`src/include/pcd_pkg.sv`:
```
/*
 Package for the pin change detection block: register map, field
 positions, reset values and bus answer codes.
 Assumes AXI4-Lite with 32-bit data, one aligned word per register.
*/
package pcd_pkg;
  localparam int PCD_PIN_W = 8;
  localparam int PCD_ADDR_W = 8;
  localparam int PCD_DATA_W = 32;
  localparam int PCD_SYNC_STAGES = 2;
  // Per-port block: rise enable, fall enable, flags
  localparam logic [7:0] PCD_PORT_STRIDE = 8'h10;
  localparam logic [7:0] PCD_RISE_OFS = 8'h00;
  localparam logic [7:0] PCD_FALL_OFS = 8'h04;
  localparam logic [7:0] PCD_FLAG_OFS = 8'h08;
  localparam logic [7:0] PCD_CTRL_ADDR = 8'h80;
  localparam int PCD_CTRL_MIE_BIT = 0;
  localparam int PCD_CTRL_SUM_BIT = 1;
  localparam int PCD_CTRL_SLEEP_BIT = 2;
  localparam logic [7:0] PCD_EN_RESET = 8'h00;
  localparam logic [7:0] PCD_FLAG_RESET = 8'h00;
  localparam logic [1:0] PCD_RESP_OKAY = 2'h0;
  localparam logic [1:0] PCD_RESP_SLVERR = 2'h2;
  localparam logic [31:0] PCD_ZERO_WORD = 32'h0000_0000;
endpackage : pcd_pkg
```
`src/design/pcd_pin_change.sv`:
```
/*
 Pin change detection top: per-port edge enables and change flags,
 summary flag, master enable, interrupt and wake outputs, AXI4-Lite slave.
 Assumes pins asynchronous to mclk and mclk kept running in Sleep.
*/
// Added by the designer: the AXI4-Lite register port and the register offsets.
`timescale 1ns/1ps
// How it works
// RL1: Every pin of every port can be set to detect changes, alone or combined.
// RL2: Each pin has its own rising and falling edge detector.
// RL3: A set bit of the port's rise enable register arms rising edges.
// RL4: A set bit of the port's fall enable register arms falling edges.
// RL5: Both bits set make a pin catch edges in either direction.
// RL6: Flags still set with the master enable clear, but no interrupt is raised.
// RL7: An armed edge on a pin sets that pin's change flag.
// RL8: The summary flag is the OR of all change flags of all ports.
// RL9: Software clears single change flags by writing zero to them.
// RL10: An edge during a clearing write leaves its flag set regardless.
// RL11: Software should clear flags by AND-ing out known bits only.
// RL12: A detected armed change wakes the core when the master enable is set.
// RL13: A flag caught in Sleep is set before the core runs after waking.
// RL14: Each port has an eight-bit rise enable register reset to zero.
// RL15: Each port has an eight-bit change flag register reset to zero.
// RL16: Each pin is synchronised and edges found by comparing two samples.
// RL17: In Sleep edges are seen on a retained clock so wake needs no core clock.
module pcd_pin_change
  import pcd_pkg::*;
#(
  parameter int NUM_PORTS = 3
)(
  input wire logic mclk,
  input wire logic reset,
  input wire logic [NUM_PORTS*PCD_PIN_W-1:0] port_pins,
  input wire logic core_asleep,
  output logic change_irq,
  output logic wake_core,
  input wire logic [PCD_ADDR_W-1:0] s_axi_awaddr,
  input wire logic s_axi_awvalid,
  output logic s_axi_awready,
  input wire logic [PCD_DATA_W-1:0] s_axi_wdata,
  input wire logic [3:0] s_axi_wstrb,
  input wire logic s_axi_wvalid,
  output logic s_axi_wready,
  output logic [1:0] s_axi_bresp,
  output logic s_axi_bvalid,
  input wire logic s_axi_bready,
  input wire logic [PCD_ADDR_W-1:0] s_axi_araddr,
  input wire logic s_axi_arvalid,
  output logic s_axi_arready,
  output logic [PCD_DATA_W-1:0] s_axi_rdata,
  output logic [1:0] s_axi_rresp,
  output logic s_axi_rvalid,
  input wire logic s_axi_rready
);
  localparam int NPIN = NUM_PORTS * PCD_PIN_W;

  logic [NPIN-1:0] rise_edge_enable_reg;
  logic [NPIN-1:0] fall_edge_enable_reg;
  logic [NPIN-1:0] pin_change_flag_reg;
  logic [NPIN-1:0] edge_hits;
  logic [NPIN-1:0] flag_wr;
  logic change_irq_master_enable;
  logic change_summary_flag;
  logic asleep_s1_reg;
  logic asleep_s2_reg;

  logic [PCD_ADDR_W-1:0] awaddr_reg;
  logic [PCD_DATA_W-1:0] wdata_reg;
  logic [3:0] wstrb_reg;
  logic aw_held_reg;
  logic w_held_reg;
  logic do_write;
  logic wr_hit;
  logic rd_hit;
  logic [PCD_DATA_W-1:0] rd_word;

  // Sleep request comes from another domain
  always_ff @(posedge mclk) begin
    if (reset) begin
      asleep_s1_reg <= 1'b0;
      asleep_s2_reg <= 1'b0;
    end else begin
      asleep_s1_reg <= core_asleep;
      asleep_s2_reg <= asleep_s1_reg;
    end
  end

  genvar gi;
  generate
    for (gi = 0; gi < NPIN; gi++) begin : g_pin
      pcd_pin_edge u_pin (
        .mclk(mclk),
        .reset(reset),
        .pin_in(port_pins[gi]),
        .rise_en(rise_edge_enable_reg[gi]),
        .fall_en(fall_edge_enable_reg[gi]),
        .flag_wr(flag_wr[gi]),
        .flag_wdata(wdata_reg[gi % PCD_PIN_W]),
        .flag(pin_change_flag_reg[gi]),
        .edge_hit(edge_hits[gi])
      ); // RL1 RL2 RL16 RL17
    end
  endgenerate

  assign change_summary_flag = |pin_change_flag_reg; // RL8

  // Write channel: take address and data in either order
  assign do_write = aw_held_reg && w_held_reg && !s_axi_bvalid;

  always_ff @(posedge mclk) begin
    if (reset) begin
      aw_held_reg <= 1'b0;
      awaddr_reg <= '0;
      s_axi_awready <= 1'b0;
    end else begin
      s_axi_awready <= !aw_held_reg && !s_axi_awready && s_axi_awvalid;
      if (s_axi_awvalid && s_axi_awready) begin
        aw_held_reg <= 1'b1;
        awaddr_reg <= s_axi_awaddr;
      end else if (do_write) begin
        aw_held_reg <= 1'b0;
      end
    end
  end

  always_ff @(posedge mclk) begin
    if (reset) begin
      w_held_reg <= 1'b0;
      wdata_reg <= '0;
      wstrb_reg <= '0;
      s_axi_wready <= 1'b0;
    end else begin
      s_axi_wready <= !w_held_reg && !s_axi_wready && s_axi_wvalid;
      if (s_axi_wvalid && s_axi_wready) begin
        w_held_reg <= 1'b1;
        wdata_reg <= s_axi_wdata;
        wstrb_reg <= s_axi_wstrb;
      end else if (do_write) begin
        w_held_reg <= 1'b0;
      end
    end
  end

  // Decode for writes; only byte lane 0 carries register bits
  always_comb begin
    flag_wr = '0;
    wr_hit = 1'b0;
    for (int p = 0; p < NUM_PORTS; p++) begin
      if (awaddr_reg == 8'(p * PCD_PORT_STRIDE) + PCD_RISE_OFS) begin
        wr_hit = 1'b1;
      end else if (awaddr_reg == 8'(p * PCD_PORT_STRIDE) + PCD_FALL_OFS) begin
        wr_hit = 1'b1;
      end else if (awaddr_reg == 8'(p * PCD_PORT_STRIDE) + PCD_FLAG_OFS) begin
        wr_hit = 1'b1;
        if (do_write && wstrb_reg[0]) begin
          flag_wr[p*PCD_PIN_W +: PCD_PIN_W] = '1; // RL9
        end
      end
    end
    if (awaddr_reg == PCD_CTRL_ADDR) begin
      wr_hit = 1'b1;
    end
  end

  always_ff @(posedge mclk) begin
    if (reset) begin
      rise_edge_enable_reg <= {NUM_PORTS{PCD_EN_RESET}}; // RL14
      fall_edge_enable_reg <= {NUM_PORTS{PCD_EN_RESET}};
    end else if (do_write && wstrb_reg[0]) begin
      for (int p = 0; p < NUM_PORTS; p++) begin
        if (awaddr_reg == 8'(p * PCD_PORT_STRIDE) + PCD_RISE_OFS) begin
          rise_edge_enable_reg[p*PCD_PIN_W +: PCD_PIN_W] <=
            wdata_reg[PCD_PIN_W-1:0]; // RL3
        end else if (awaddr_reg == 8'(p * PCD_PORT_STRIDE) + PCD_FALL_OFS)
        begin
          fall_edge_enable_reg[p*PCD_PIN_W +: PCD_PIN_W] <=
            wdata_reg[PCD_PIN_W-1:0]; // RL4
        end
      end
    end
  end

  always_ff @(posedge mclk) begin
    if (reset) begin
      change_irq_master_enable <= 1'b0;
    end else if (do_write && wstrb_reg[0] && awaddr_reg == PCD_CTRL_ADDR) begin
      change_irq_master_enable <= wdata_reg[PCD_CTRL_MIE_BIT];
    end
  end

  always_ff @(posedge mclk) begin
    if (reset) begin
      s_axi_bvalid <= 1'b0;
      s_axi_bresp <= PCD_RESP_OKAY;
    end else if (do_write) begin
      s_axi_bvalid <= 1'b1;
      s_axi_bresp <= wr_hit ? PCD_RESP_OKAY : PCD_RESP_SLVERR;
    end else if (s_axi_bready) begin
      s_axi_bvalid <= 1'b0;
    end
  end

  // Read side
  always_comb begin
    rd_word = PCD_ZERO_WORD;
    rd_hit = 1'b0;
    for (int p = 0; p < NUM_PORTS; p++) begin
      if (s_axi_araddr == 8'(p * PCD_PORT_STRIDE) + PCD_RISE_OFS) begin
        rd_hit = 1'b1;
        rd_word[PCD_PIN_W-1:0] =
          rise_edge_enable_reg[p*PCD_PIN_W +: PCD_PIN_W];
      end else if (s_axi_araddr == 8'(p * PCD_PORT_STRIDE) + PCD_FALL_OFS)
      begin
        rd_hit = 1'b1;
        rd_word[PCD_PIN_W-1:0] =
          fall_edge_enable_reg[p*PCD_PIN_W +: PCD_PIN_W];
      end else if (s_axi_araddr == 8'(p * PCD_PORT_STRIDE) + PCD_FLAG_OFS)
      begin
        rd_hit = 1'b1;
        rd_word[PCD_PIN_W-1:0] = pin_change_flag_reg[p*PCD_PIN_W +: PCD_PIN_W];
      end
    end
    if (s_axi_araddr == PCD_CTRL_ADDR) begin
      rd_hit = 1'b1;
      rd_word[PCD_CTRL_MIE_BIT] = change_irq_master_enable;
      rd_word[PCD_CTRL_SUM_BIT] = change_summary_flag; // RL8
      rd_word[PCD_CTRL_SLEEP_BIT] = asleep_s2_reg;
    end
  end

  always_ff @(posedge mclk) begin
    if (reset) begin
      s_axi_arready <= 1'b0;
      s_axi_rvalid <= 1'b0;
      s_axi_rdata <= PCD_ZERO_WORD;
      s_axi_rresp <= PCD_RESP_OKAY;
    end else begin
      s_axi_arready <= s_axi_arvalid && !s_axi_arready && !s_axi_rvalid;
      if (s_axi_arvalid && s_axi_arready) begin
        s_axi_rvalid <= 1'b1;
        s_axi_rdata <= rd_word;
        s_axi_rresp <= rd_hit ? PCD_RESP_OKAY : PCD_RESP_SLVERR;
      end else if (s_axi_rready) begin
        s_axi_rvalid <= 1'b0;
      end
    end
  end

  // Interrupt follows the flags, gated by the master enable
  always_ff @(posedge mclk) begin
    if (reset) begin
      change_irq <= 1'b0;
      wake_core <= 1'b0;
    end else begin
      change_irq <= change_irq_master_enable && change_summary_flag; // RL6
      // Flag is already set when wake rises, so it precedes the first fetch
      wake_core <= change_irq_master_enable && asleep_s2_reg &&
        change_summary_flag; // RL12 RL13
    end
  end

  property p_irq_gated;
    @(posedge mclk) disable iff (reset)
      !change_irq_master_enable |=> !change_irq;
  endproperty
  a_irq_gated: assert property (p_irq_gated) // RL6
    else $error("interrupt raised with master enable clear");
  property p_irq_follows;
    @(posedge mclk) disable iff (reset)
      (change_irq_master_enable && change_summary_flag) |=> change_irq;
  endproperty
  a_irq_follows: assert property (p_irq_follows) // RL6
    else $error("interrupt missing");
  property p_flag_without_enable;
    @(posedge mclk) disable iff (reset)
      (|edge_hits && !change_irq_master_enable) |=> change_summary_flag;
  endproperty
  a_flag_without_enable: assert property (p_flag_without_enable) // RL6
    else $error("flag not set while master enable clear");
  // Checks the OR as software sees it through a control read
  property p_summary_or;
    @(posedge mclk) disable iff (reset)
      (s_axi_arvalid && s_axi_arready && s_axi_araddr == PCD_CTRL_ADDR)
        |=> s_axi_rdata[PCD_CTRL_SUM_BIT] ==
          ($past(pin_change_flag_reg) != '0);
  endproperty
  a_summary_or: assert property (p_summary_or) // RL8
    else $error("summary flag differs from OR of flags");
  property p_wake;
    @(posedge mclk) disable iff (reset)
      wake_core |-> ($past(change_summary_flag) &&
        $past(change_irq_master_enable));
  endproperty
  a_wake: assert property (p_wake) // RL12 RL13
    else $error("wake without enabled flag");
  property p_enable_reset;
    @(posedge mclk) $fell(reset) |-> rise_edge_enable_reg == '0;
  endproperty
  a_enable_reset: assert property (p_enable_reset) // RL14
    else $error("rise enables not zero after reset");
  property p_flag_reset;
    @(posedge mclk) $fell(reset) |-> pin_change_flag_reg == '0;
  endproperty
  a_flag_reset: assert property (p_flag_reset) // RL15
    else $error("flags not zero after reset");
  property p_no_spurious;
    @(posedge mclk) disable iff (reset)
      (!change_summary_flag && edge_hits == '0 && !do_write)
        |=> !change_summary_flag;
  endproperty
  a_no_spurious: assert property (p_no_spurious) // RL7
    else $error("flag set without edge");
  property p_bresp_within;
    @(posedge mclk) disable iff (reset) do_write |=> s_axi_bvalid;
  endproperty
  a_bresp_within: assert property (p_bresp_within)
    else $error("write response missing");

  c_irq: cover property (@(posedge mclk) disable iff (reset) $rose(change_irq));
  c_wake: cover property (@(posedge mclk) disable iff (reset) $rose(wake_core));
  c_race: cover property (@(posedge mclk) disable iff (reset)
    (|(edge_hits & flag_wr)));
  c_quiet_flag: cover property (@(posedge mclk) disable iff (reset)
    change_summary_flag && !change_irq_master_enable);
endmodule : pcd_pin_change

```
`src/design/pcd_pin_edge.sv`:
```
/*
 One pin's synchroniser and edge detector, with its sticky change flag.
 Assumes the pin is asynchronous to mclk; flag writes come as one-cycle
 strobes from the register slave on mclk.
*/
`timescale 1ns/1ps
module pcd_pin_edge
  import pcd_pkg::*;
(
  input wire logic mclk,
  input wire logic reset,
  input wire logic pin_in,
  input wire logic rise_en,
  input wire logic fall_en,
  input wire logic flag_wr,
  input wire logic flag_wdata,
  output logic flag,
  output logic edge_hit
);
  logic sync1_reg;
  logic sync2_reg;
  logic prev_reg;
  logic rise_hit;
  logic fall_hit;

  // First stage feeds only the second
  always_ff @(posedge mclk) begin
    if (reset) begin
      sync1_reg <= 1'b0;
      sync2_reg <= 1'b0;
      prev_reg <= 1'b0;
    end else begin
      sync1_reg <= pin_in;
      sync2_reg <= sync1_reg;
      prev_reg <= sync2_reg;
    end
  end

  assign rise_hit = rise_en & sync2_reg & ~prev_reg; // RL2 RL3 RL16
  assign fall_hit = fall_en & ~sync2_reg & prev_reg; // RL2 RL4 RL16
  assign edge_hit = rise_hit | fall_hit; // RL5

  // Set wins over a write in the same cycle
  always_ff @(posedge mclk) begin
    if (reset) begin
      flag <= 1'b0; // RL15
    end else if (edge_hit) begin
      flag <= 1'b1; // RL7 RL10
    end else if (flag_wr) begin
      flag <= flag_wdata; // RL9
    end
  end

  property p_edge_sets_flag;
    @(posedge mclk) disable iff (reset)
      edge_hit |=> flag;
  endproperty
  a_edge_sets_flag: assert property (p_edge_sets_flag) // RL7
    else $error("edge did not set flag");
  property p_clear_takes;
    @(posedge mclk) disable iff (reset)
      (flag_wr && !edge_hit) |=> (flag == $past(flag_wdata));
  endproperty
  a_clear_takes: assert property (p_clear_takes) // RL9
    else $error("flag write did not take the written value");
  property p_set_beats_clear;
    @(posedge mclk) disable iff (reset)
      (edge_hit && flag_wr && !flag_wdata) |=> flag;
  endproperty
  a_set_beats_clear: assert property (p_set_beats_clear) // RL10
    else $error("clear beat a new edge");
endmodule : pcd_pin_edge

```
`config.mk`:
```
export PLATFORM = sky130hd
export DESIGN_NAME = pcd_pin_change
export DESIGN_NICKNAME = d
export VERILOG_FILES = /design/src/include/pcd_pkg.sv /design/src/design/pcd_pin_change.sv /design/src/design/pcd_pin_edge.sv
export SDC_FILE = /design/constraint.sdc
export NUM_CORES = 1
export LEC_CHECK = 0
export BUFFER_PORTS_ARGS = -buffer_cell sky130_fd_sc_hd__buf_2
export CORE_MARGIN = 2
export CORE_UTILIZATION = 53
export CTS_BUF_LIST = sky130_fd_sc_hd__clkbuf_8
export DETAILED_ROUTE_END_ITERATION = 12
export GPL_ROUTABILITY_DRIVEN = 0
export MAX_ROUTING_LAYER = met4
export PLACE_DENSITY_LB_ADDON = 0.2
export RECOVER_POWER = 100
export SLEW_MARGIN = 20
export SYNTH_ARGS = -nofsm -noshare
export SYNTH_HDL_FRONTEND = slang
export SYNTH_SLANG_ARGS = --single-unit
```
`constraint.sdc`:
```
create_clock -name mclk -period 1.8 [get_ports mclk]
set_clock_uncertainty 0.1 [all_clocks]
set_input_delay 0.18 -clock mclk [delete_from_list [all_inputs] [get_ports mclk]]
set_output_delay 0.18 -clock mclk [all_outputs]
set_load 0.05 [all_outputs]
```
[Word level (Yosys, flattened, before mapping)]
Index checks and enable logic that the tools add are counted.
Storage, ports and cells
  bits in registers: 185
  bits of input ports: 84
  output and inout port bits: 43
  logic and storage cells: 466
Operators by class
  reduce and logical (&&, ||, !) cells: 60
  bitwise operators: 171
  eq/ne operators: 18
  muxes and demuxes: 97
Operators with widths (count)
  two-way mux 8 bit: 19
  AND 1 bit: 96
  two-way mux 1 bit: 75
  nonzero test 2 bit: 28
  inverter 1 bit: 51
  == test 8 x 5 -> 1 bit, second input constant: 6
  == test 8 x 6 -> 1 bit, second input constant: 6
  bitwise OR 1 bit: 24
  OR reduction 24 bit: 1
  == test 8 x 3 -> 1 bit, second input constant: 2
  == test 8 x 4 -> 1 bit, second input constant: 2
  == test 8 bit, second input constant: 2
  logical AND 1 bit: 16
  zero test 8 bit: 2
  AND reduction 3 bit: 3
  zero test 1 bit: 7
  AND reduction 2 bit: 3
  two-way mux 2 bit: 2
  two-way mux 3 bit: 1

[Longest topological paths before layout]
  depth after elaboration: 12
  depth in mapped cells: 8
  depth with buffers taken out: 5

[By module]
Synthesis repeated with hierarchy kept, for this count alone.
Unflattened totals
  cells, all modules: 815
  area total of the unflattened synthesis: 7689.9 µm²
Modules (own cells, without submodules)
  pcd_pin_change: times used 1, area each 4476.8 µm², seq. area each 1741.7 µm², cells each 527
  pcd_pin_edge: times used 24, area each 133.9 µm², seq. area each 80.1 µm², cells each 12

[Worst setup path before layout]
Ideal clock, no wire load.
  path kind: reg2reg
  start: register s_axi_bvalid
  end: register g_pin[16].u_pin.flag
  arrival time: 1.750 ns
  path slack: -0.184 ns
  buffers on the path: 0
  cell stages (with the launch flop): 6
  clock period less this slack: 1.984 ns
  required time: 1.566 ns
  setup time: 0.134 ns
  path through: dfxtp_1 -> nand3b_1 -> nor4_4 -> nand2_2 -> mux2i_1 -> a31oi_1
On the way
  cells in the longest elaborated chain, start to end: 8
RTL lines
  start: declaration: RTL line pcd_pin_change.sv:45  | output logic s_axi_bvalid,
  start signal: assignment: RTL line pcd_pin_change.sv:193  | s_axi_bvalid <= 1'b0;
  start signal: assignment: RTL line pcd_pin_change.sv:196  | s_axi_bvalid <= 1'b1;
  start signal: assignment: RTL line pcd_pin_change.sv:199  | s_axi_bvalid <= 1'b0;
  zero test 1 bit: RTL line pcd_pin_change.sv:108  | assign do_write = aw_held_reg && w_held_reg && !s_axi_bvalid;
  logical AND 1 bit: RTL line pcd_pin_change.sv:108
  logical AND 1 bit: RTL line pcd_pin_change.sv:155  | if (do_write && wstrb_reg[0]) begin
  two-way mux 8 bit: RTL line pcd_pin_change.sv:155
  two-way mux 8 bit: RTL line pcd_pin_change.sv:153  | end else if (awaddr_reg == 8'(p * PCD_PORT_STRIDE) + PCD_FLAG_OFS) begin
  two-way mux 8 bit: RTL line pcd_pin_change.sv:151  | end else if (awaddr_reg == 8'(p * PCD_PORT_STRIDE) + PCD_FALL_OFS) begin
  two-way mux 8 bit: RTL line pcd_pin_change.sv:149  | if (awaddr_reg == 8'(p * PCD_PORT_STRIDE) + PCD_RISE_OFS) begin
  nonzero test 2 bit (no line)
  end signal: assignment: RTL line pcd_pin_edge.sv:50  | flag <= flag_wdata;
  end: declaration: RTL line pcd_pin_edge.sv:17  | output logic flag,
No other way between the ends.
A chain may end at the register's enable or synchronous reset.

[Worst setup path in the final report]
  start: register awaddr_reg[1]
  end: register fall_edge_enable_reg[2]
On the way
  cells in the longest elaborated chain, start to end: 3
  elaborated cells on any way between the ends: 4
  classes of those cells: eq/ne (1); bitwise (1); reduce/logical (2)
RTL lines
  start: declaration: RTL line pcd_pin_change.sv:67  | logic [PCD_ADDR_W-1:0] awaddr_reg;
  start signal: assignment: RTL line pcd_pin_change.sv:119  | awaddr_reg <= s_axi_awaddr;
  zero test 8 bit: RTL line pcd_pin_change.sv:171  | if (awaddr_reg == 8'(p * PCD_PORT_STRIDE) + PCD_RISE_OFS) begin
  inverter 1 bit (no line)
  AND reduction 3 bit (no line) (*)
  end signal: assignment: RTL line pcd_pin_change.sv:168  | fall_edge_enable_reg <= {NUM_PORTS{PCD_EN_RESET}};
  end signal: indexed assignment: RTL line pcd_pin_change.sv:176  | fall_edge_enable_reg[p*PCD_PIN_W +: PCD_PIN_W] <=
  end: declaration: RTL line pcd_pin_change.sv:58  | logic [NPIN-1:0] fall_edge_enable_reg;
Mark *: on every way between the ends. The rest lies on a longest branch, timed or not.

==> summary.md <==
| Metric | Value |
|---|---|
| Layout cells sized above 1 | 0.206 |
| Tcrit/Tclk final | 1.05 |
| Multiplexer share of the synthesized area | 0.0691 |
| Min cycle time layout | 1.90 ns |
| CTS buffer count | 17 |
| Routed Antenna Nets | 0 |
| CTS tree | yes |
| Max IR drop VDD | 0.565 mV |
| Synth area leaders | dfxtp_1 (48%), nor2b_1 (7.0%), mux2i_1 (6.5%), nand3b_1 (4.8%), a21oi_1 (4.3%) |
| Core Rows | 43 |
| Global-route wire length before repair | 33300 um |
| CTS max path bufs | 2 |
| Core Region | 13900 um^2 |
| Mapped Cells | 812 |
| Routed WL per cell | 17.5 um |
| Yosys cell types | 61 |
| Crit path launch type | register |
| H-tree Lvls | 4 |
| Vias in the first global route | 6570 |
| Syn Std Cell Area | 7590 um^2 |
| Number of synthesis warnings | 0 |
| Asr flop ratio synth | 0 |
| Worst path required time | 2.02 ns |
| Boundary Pins | 127 |
| Drt initial violations | 755 |
| Crit-path max FO | 4 |
| Slew Viols, Final | 0 |
| Adder-Cell Fraction of Synth Area | 0 |
| Peak Freq | 0.527 GHz |
| Area share of and/or/nand/nor cells after synthesis | 0.260 |
| Die height | 124 um |
| Placed Area | 8490 um^2 |
| Leading area contributor after synthesis | dfxtp_1 |
| Final Hold Fails | 0 |
| Rel. slew slack | 0.526 |
| Die Wd | 124 um |
| Status | finished with violations |
| CTS root buffer | clkbuf_8 |
| Failing checks | negative setup slack |
| Complex-gate fraction of the synthesized area | 0.129 |
| Post-synth EDFFs | 0 |
| Via density | 5.76 |
| Effective utilization at floorplan | 0.545 |
| P&R area growth vs syn | 27.3% |
| Port Buffer Count | 73 |
| Final worst setup slack | -0.0973 ns |
| GR Util All Layers | 0.293 |
| Synth Register Bits | 183 |
| Clk sink count | 183 |
| Sequential share of the synthesized area | 0.483 |
| Avg Cell Area, Syn | 9.35 um^2 |
| Clock Pin Slew Worst Setup and Hold Paths | 0.10 ns |
| GRT overflow | 0 |
| Clk_lat worst skew | 0.46 ns |
| Largest net degree at the start of global routing | 61 |
| Largest family of logic cells by synthesized area | simple AND/OR/NAND/NOR gates |
| # nets final | 1076 |
| Via Count | 6827 |
| Max Cap Viol | 0 |
| Primary FF master, synth | dfxtp_1 |
| Post-DP HPWL | 14500 um |
| Total Wirelength | 20800 um |
| Die area | 15300 um^2 |
| Initial antenna violation count | 1 |
| Arr. time, crit path | 2.12 ns |
| Setup CP Type | reg2reg |
| Post-synthesis xor/xnor area fraction | 0 |
| RSZ-0062 raised after global routing | yes |
| Worst hold margin | 0.125 ns |
| Post-Layout Inst Area | 9670 um^2 |
| # DRC | 0 |
| CP Capture Type | register |
| Post-synth top area share | 0.483 |
| Setup violations, final | 44 |
| Pre-antenna DRT Iters | 8 |
| Tightest Hold Check Type | in2reg |
| Power Dens Cells | 824 nW/um^2 |
| Pin slew with the least headroom to its limit | 0.710 ns |
| Lkg Pwr | 0.00391 uW |
## layout by cell type, fill, tap and decap left out, types with 4 or more instances in the layout
| cell | instances |
|---|---|
| mux2i_1 | 46 |
| nand2_2 | 4 |
| nand2_1 | 61 |
| dlygate4sd3_1 | 58 |
| bufinv_16 | 4 |
| a211oi_1 | 4 |
| clkbuf_8 | 18 |
| o221ai_1 | 8 |
| nor4_1 | 11 |
| a22oi_1 | 4 |
| nor2_1 | 42 |
| clkinv_4 | 4 |
| a21oi_1 | 62 |
| conb_1 | 26 |
| dfxtp_1 | 179 |
| nand3b_1 | 49 |
| buf_2 | 54 |
| nand2_4 | 5 |
| nand2b_1 | 8 |
| a31oi_1 | 25 |
| o21ai_0 | 5 |
| a22o_1 | 4 |
| nor4b_1 | 6 |
| inv_1 | 9 |
| buf_12 | 4 |
| clkbuf_1 | 19 |
| o22ai_1 | 10 |
| nand3_1 | 38 |
| buf_4 | 68 |
| nor2b_1 | 85 |
| buf_6 | 7 |
## worst max-delay path: stages, from the launching register on
cell and delay (ns):
dfxtp_2 0.33, or3b_4 0.43, nor4b_4 0.27, buf_6 0.16, nand2_4 0.06, buf_6 0.13
mux2i_2 0.18, nor2_1 0.08
## synthesized netlist by cell type, types with 2 or more instances
cell and number:
nand2_1 65, buf_1 3, nor4_1 10, a31oi_1 25, a22oi_1 4, nand3_1 40, nand3b_1 49, and2_1 3
o221ai_1 8, o21a_1 3, a21oi_1 65, mux2_2 3, dfxtp_1 183, nand2b_1 8, o32ai_1 2, o21ai_0 5
a211oi_1 4, a221o_1 2, inv_1 8, nor3_1 3, nor2_1 42, a32oi_1 3, mux2i_1 49, nor4_4 2
buf_4 26, a22o_1 4, nand4_1 2, buf_2 9, nor4_2 2, nor4b_1 9, a2111oi_1 3, buf_6 2
o22ai_1 10, nand2_2 6, nor2b_1 85, clkbuf_1 38, o22a_1 3
## path summary, 6_finish.rpt
| path | to | slack (ns) | depth (start not counted) | start |
|---|---|---|---|---|
| setup / recovery | fall_edge_enable_reg[2] | -0.1 | 7 | awaddr_reg[1] |
| hold / removal | s_axi_rresp[1] | 0.12 | 4 | s_axi_araddr[2] |
| setup reg to reg | fall_edge_enable_reg[2] | -0.1 | 7 | awaddr_reg[1] |
| hold reg to reg | g_pin[9].u_pin.sync2_reg | 0.34 | 1 | g_pin[9].u_pin.sync1_reg |
## report_power, final
part,switching [uW],internal (uW)
Sequential,77.5,4140
Combinational,431,302
Clock,1450,1560
## routing by layer
metal / global-route usage / part of all wire
met3: 0.0733 / 0.084
met1: 0.367 / 0.42
met4: 0.131 / 0.039
met5: - / 0
met2: 0.450 / 0.46
## timing repair
item / in CTS / in global routing
endpoints found under the setup margin: 73 / 74
gates resized for setup: 13 / 21
pin swaps: 0 / 7
endpoints found under the hold margin: 53 / 0
setup buffers: 8 / 2
gates cloned: 0 / 0
hold buffers: 58 / 0
## area by class of cell
cell class | count | area [um^2]
diodes | 1 | 2.50
clock buffers | 18 | 248
clock inverters | 14 | 198
fillers | 1074 | 4270
inverters | 8 | 30.0
multi-input cells | 568 | 3680
flip-flops and latches | 183 | 3670
well taps | 180 | 225
repair buffers | 214 | 1610
## metrics by stage
stage	cells	TNS [ns]	setup WS, ns	utilization	power [uW]
after floorplan	837	-2.99	-0.0606	-	4740
after global placement	1086	-3.09	-0.252	0.610	4910
after detailed placement	1086	-6.68	-0.295	0.610	4930
after CTS	1184	-1.40	-0.103	0.691	8000
after global routing	1186	-5.22	-0.142	0.694	8260
final	1186	-1.19	-0.0973	0.694	7960
## cell families (layout without fill, tap and decap cells)
| kind of cell | count (synthesis) | count (layout) |
|---|---|---|
| AO/OA/AOI/OAI | 153 | 153 |
| buffers and inverters | 86 | 254 |
| flip-flops | 183 | 183 |
| multiplexers | 52 | 52 |
| other | 1 | 27 |
| AND/OR/NAND/NOR | 337 | 337 |
(Power assumes the default switching activity.)
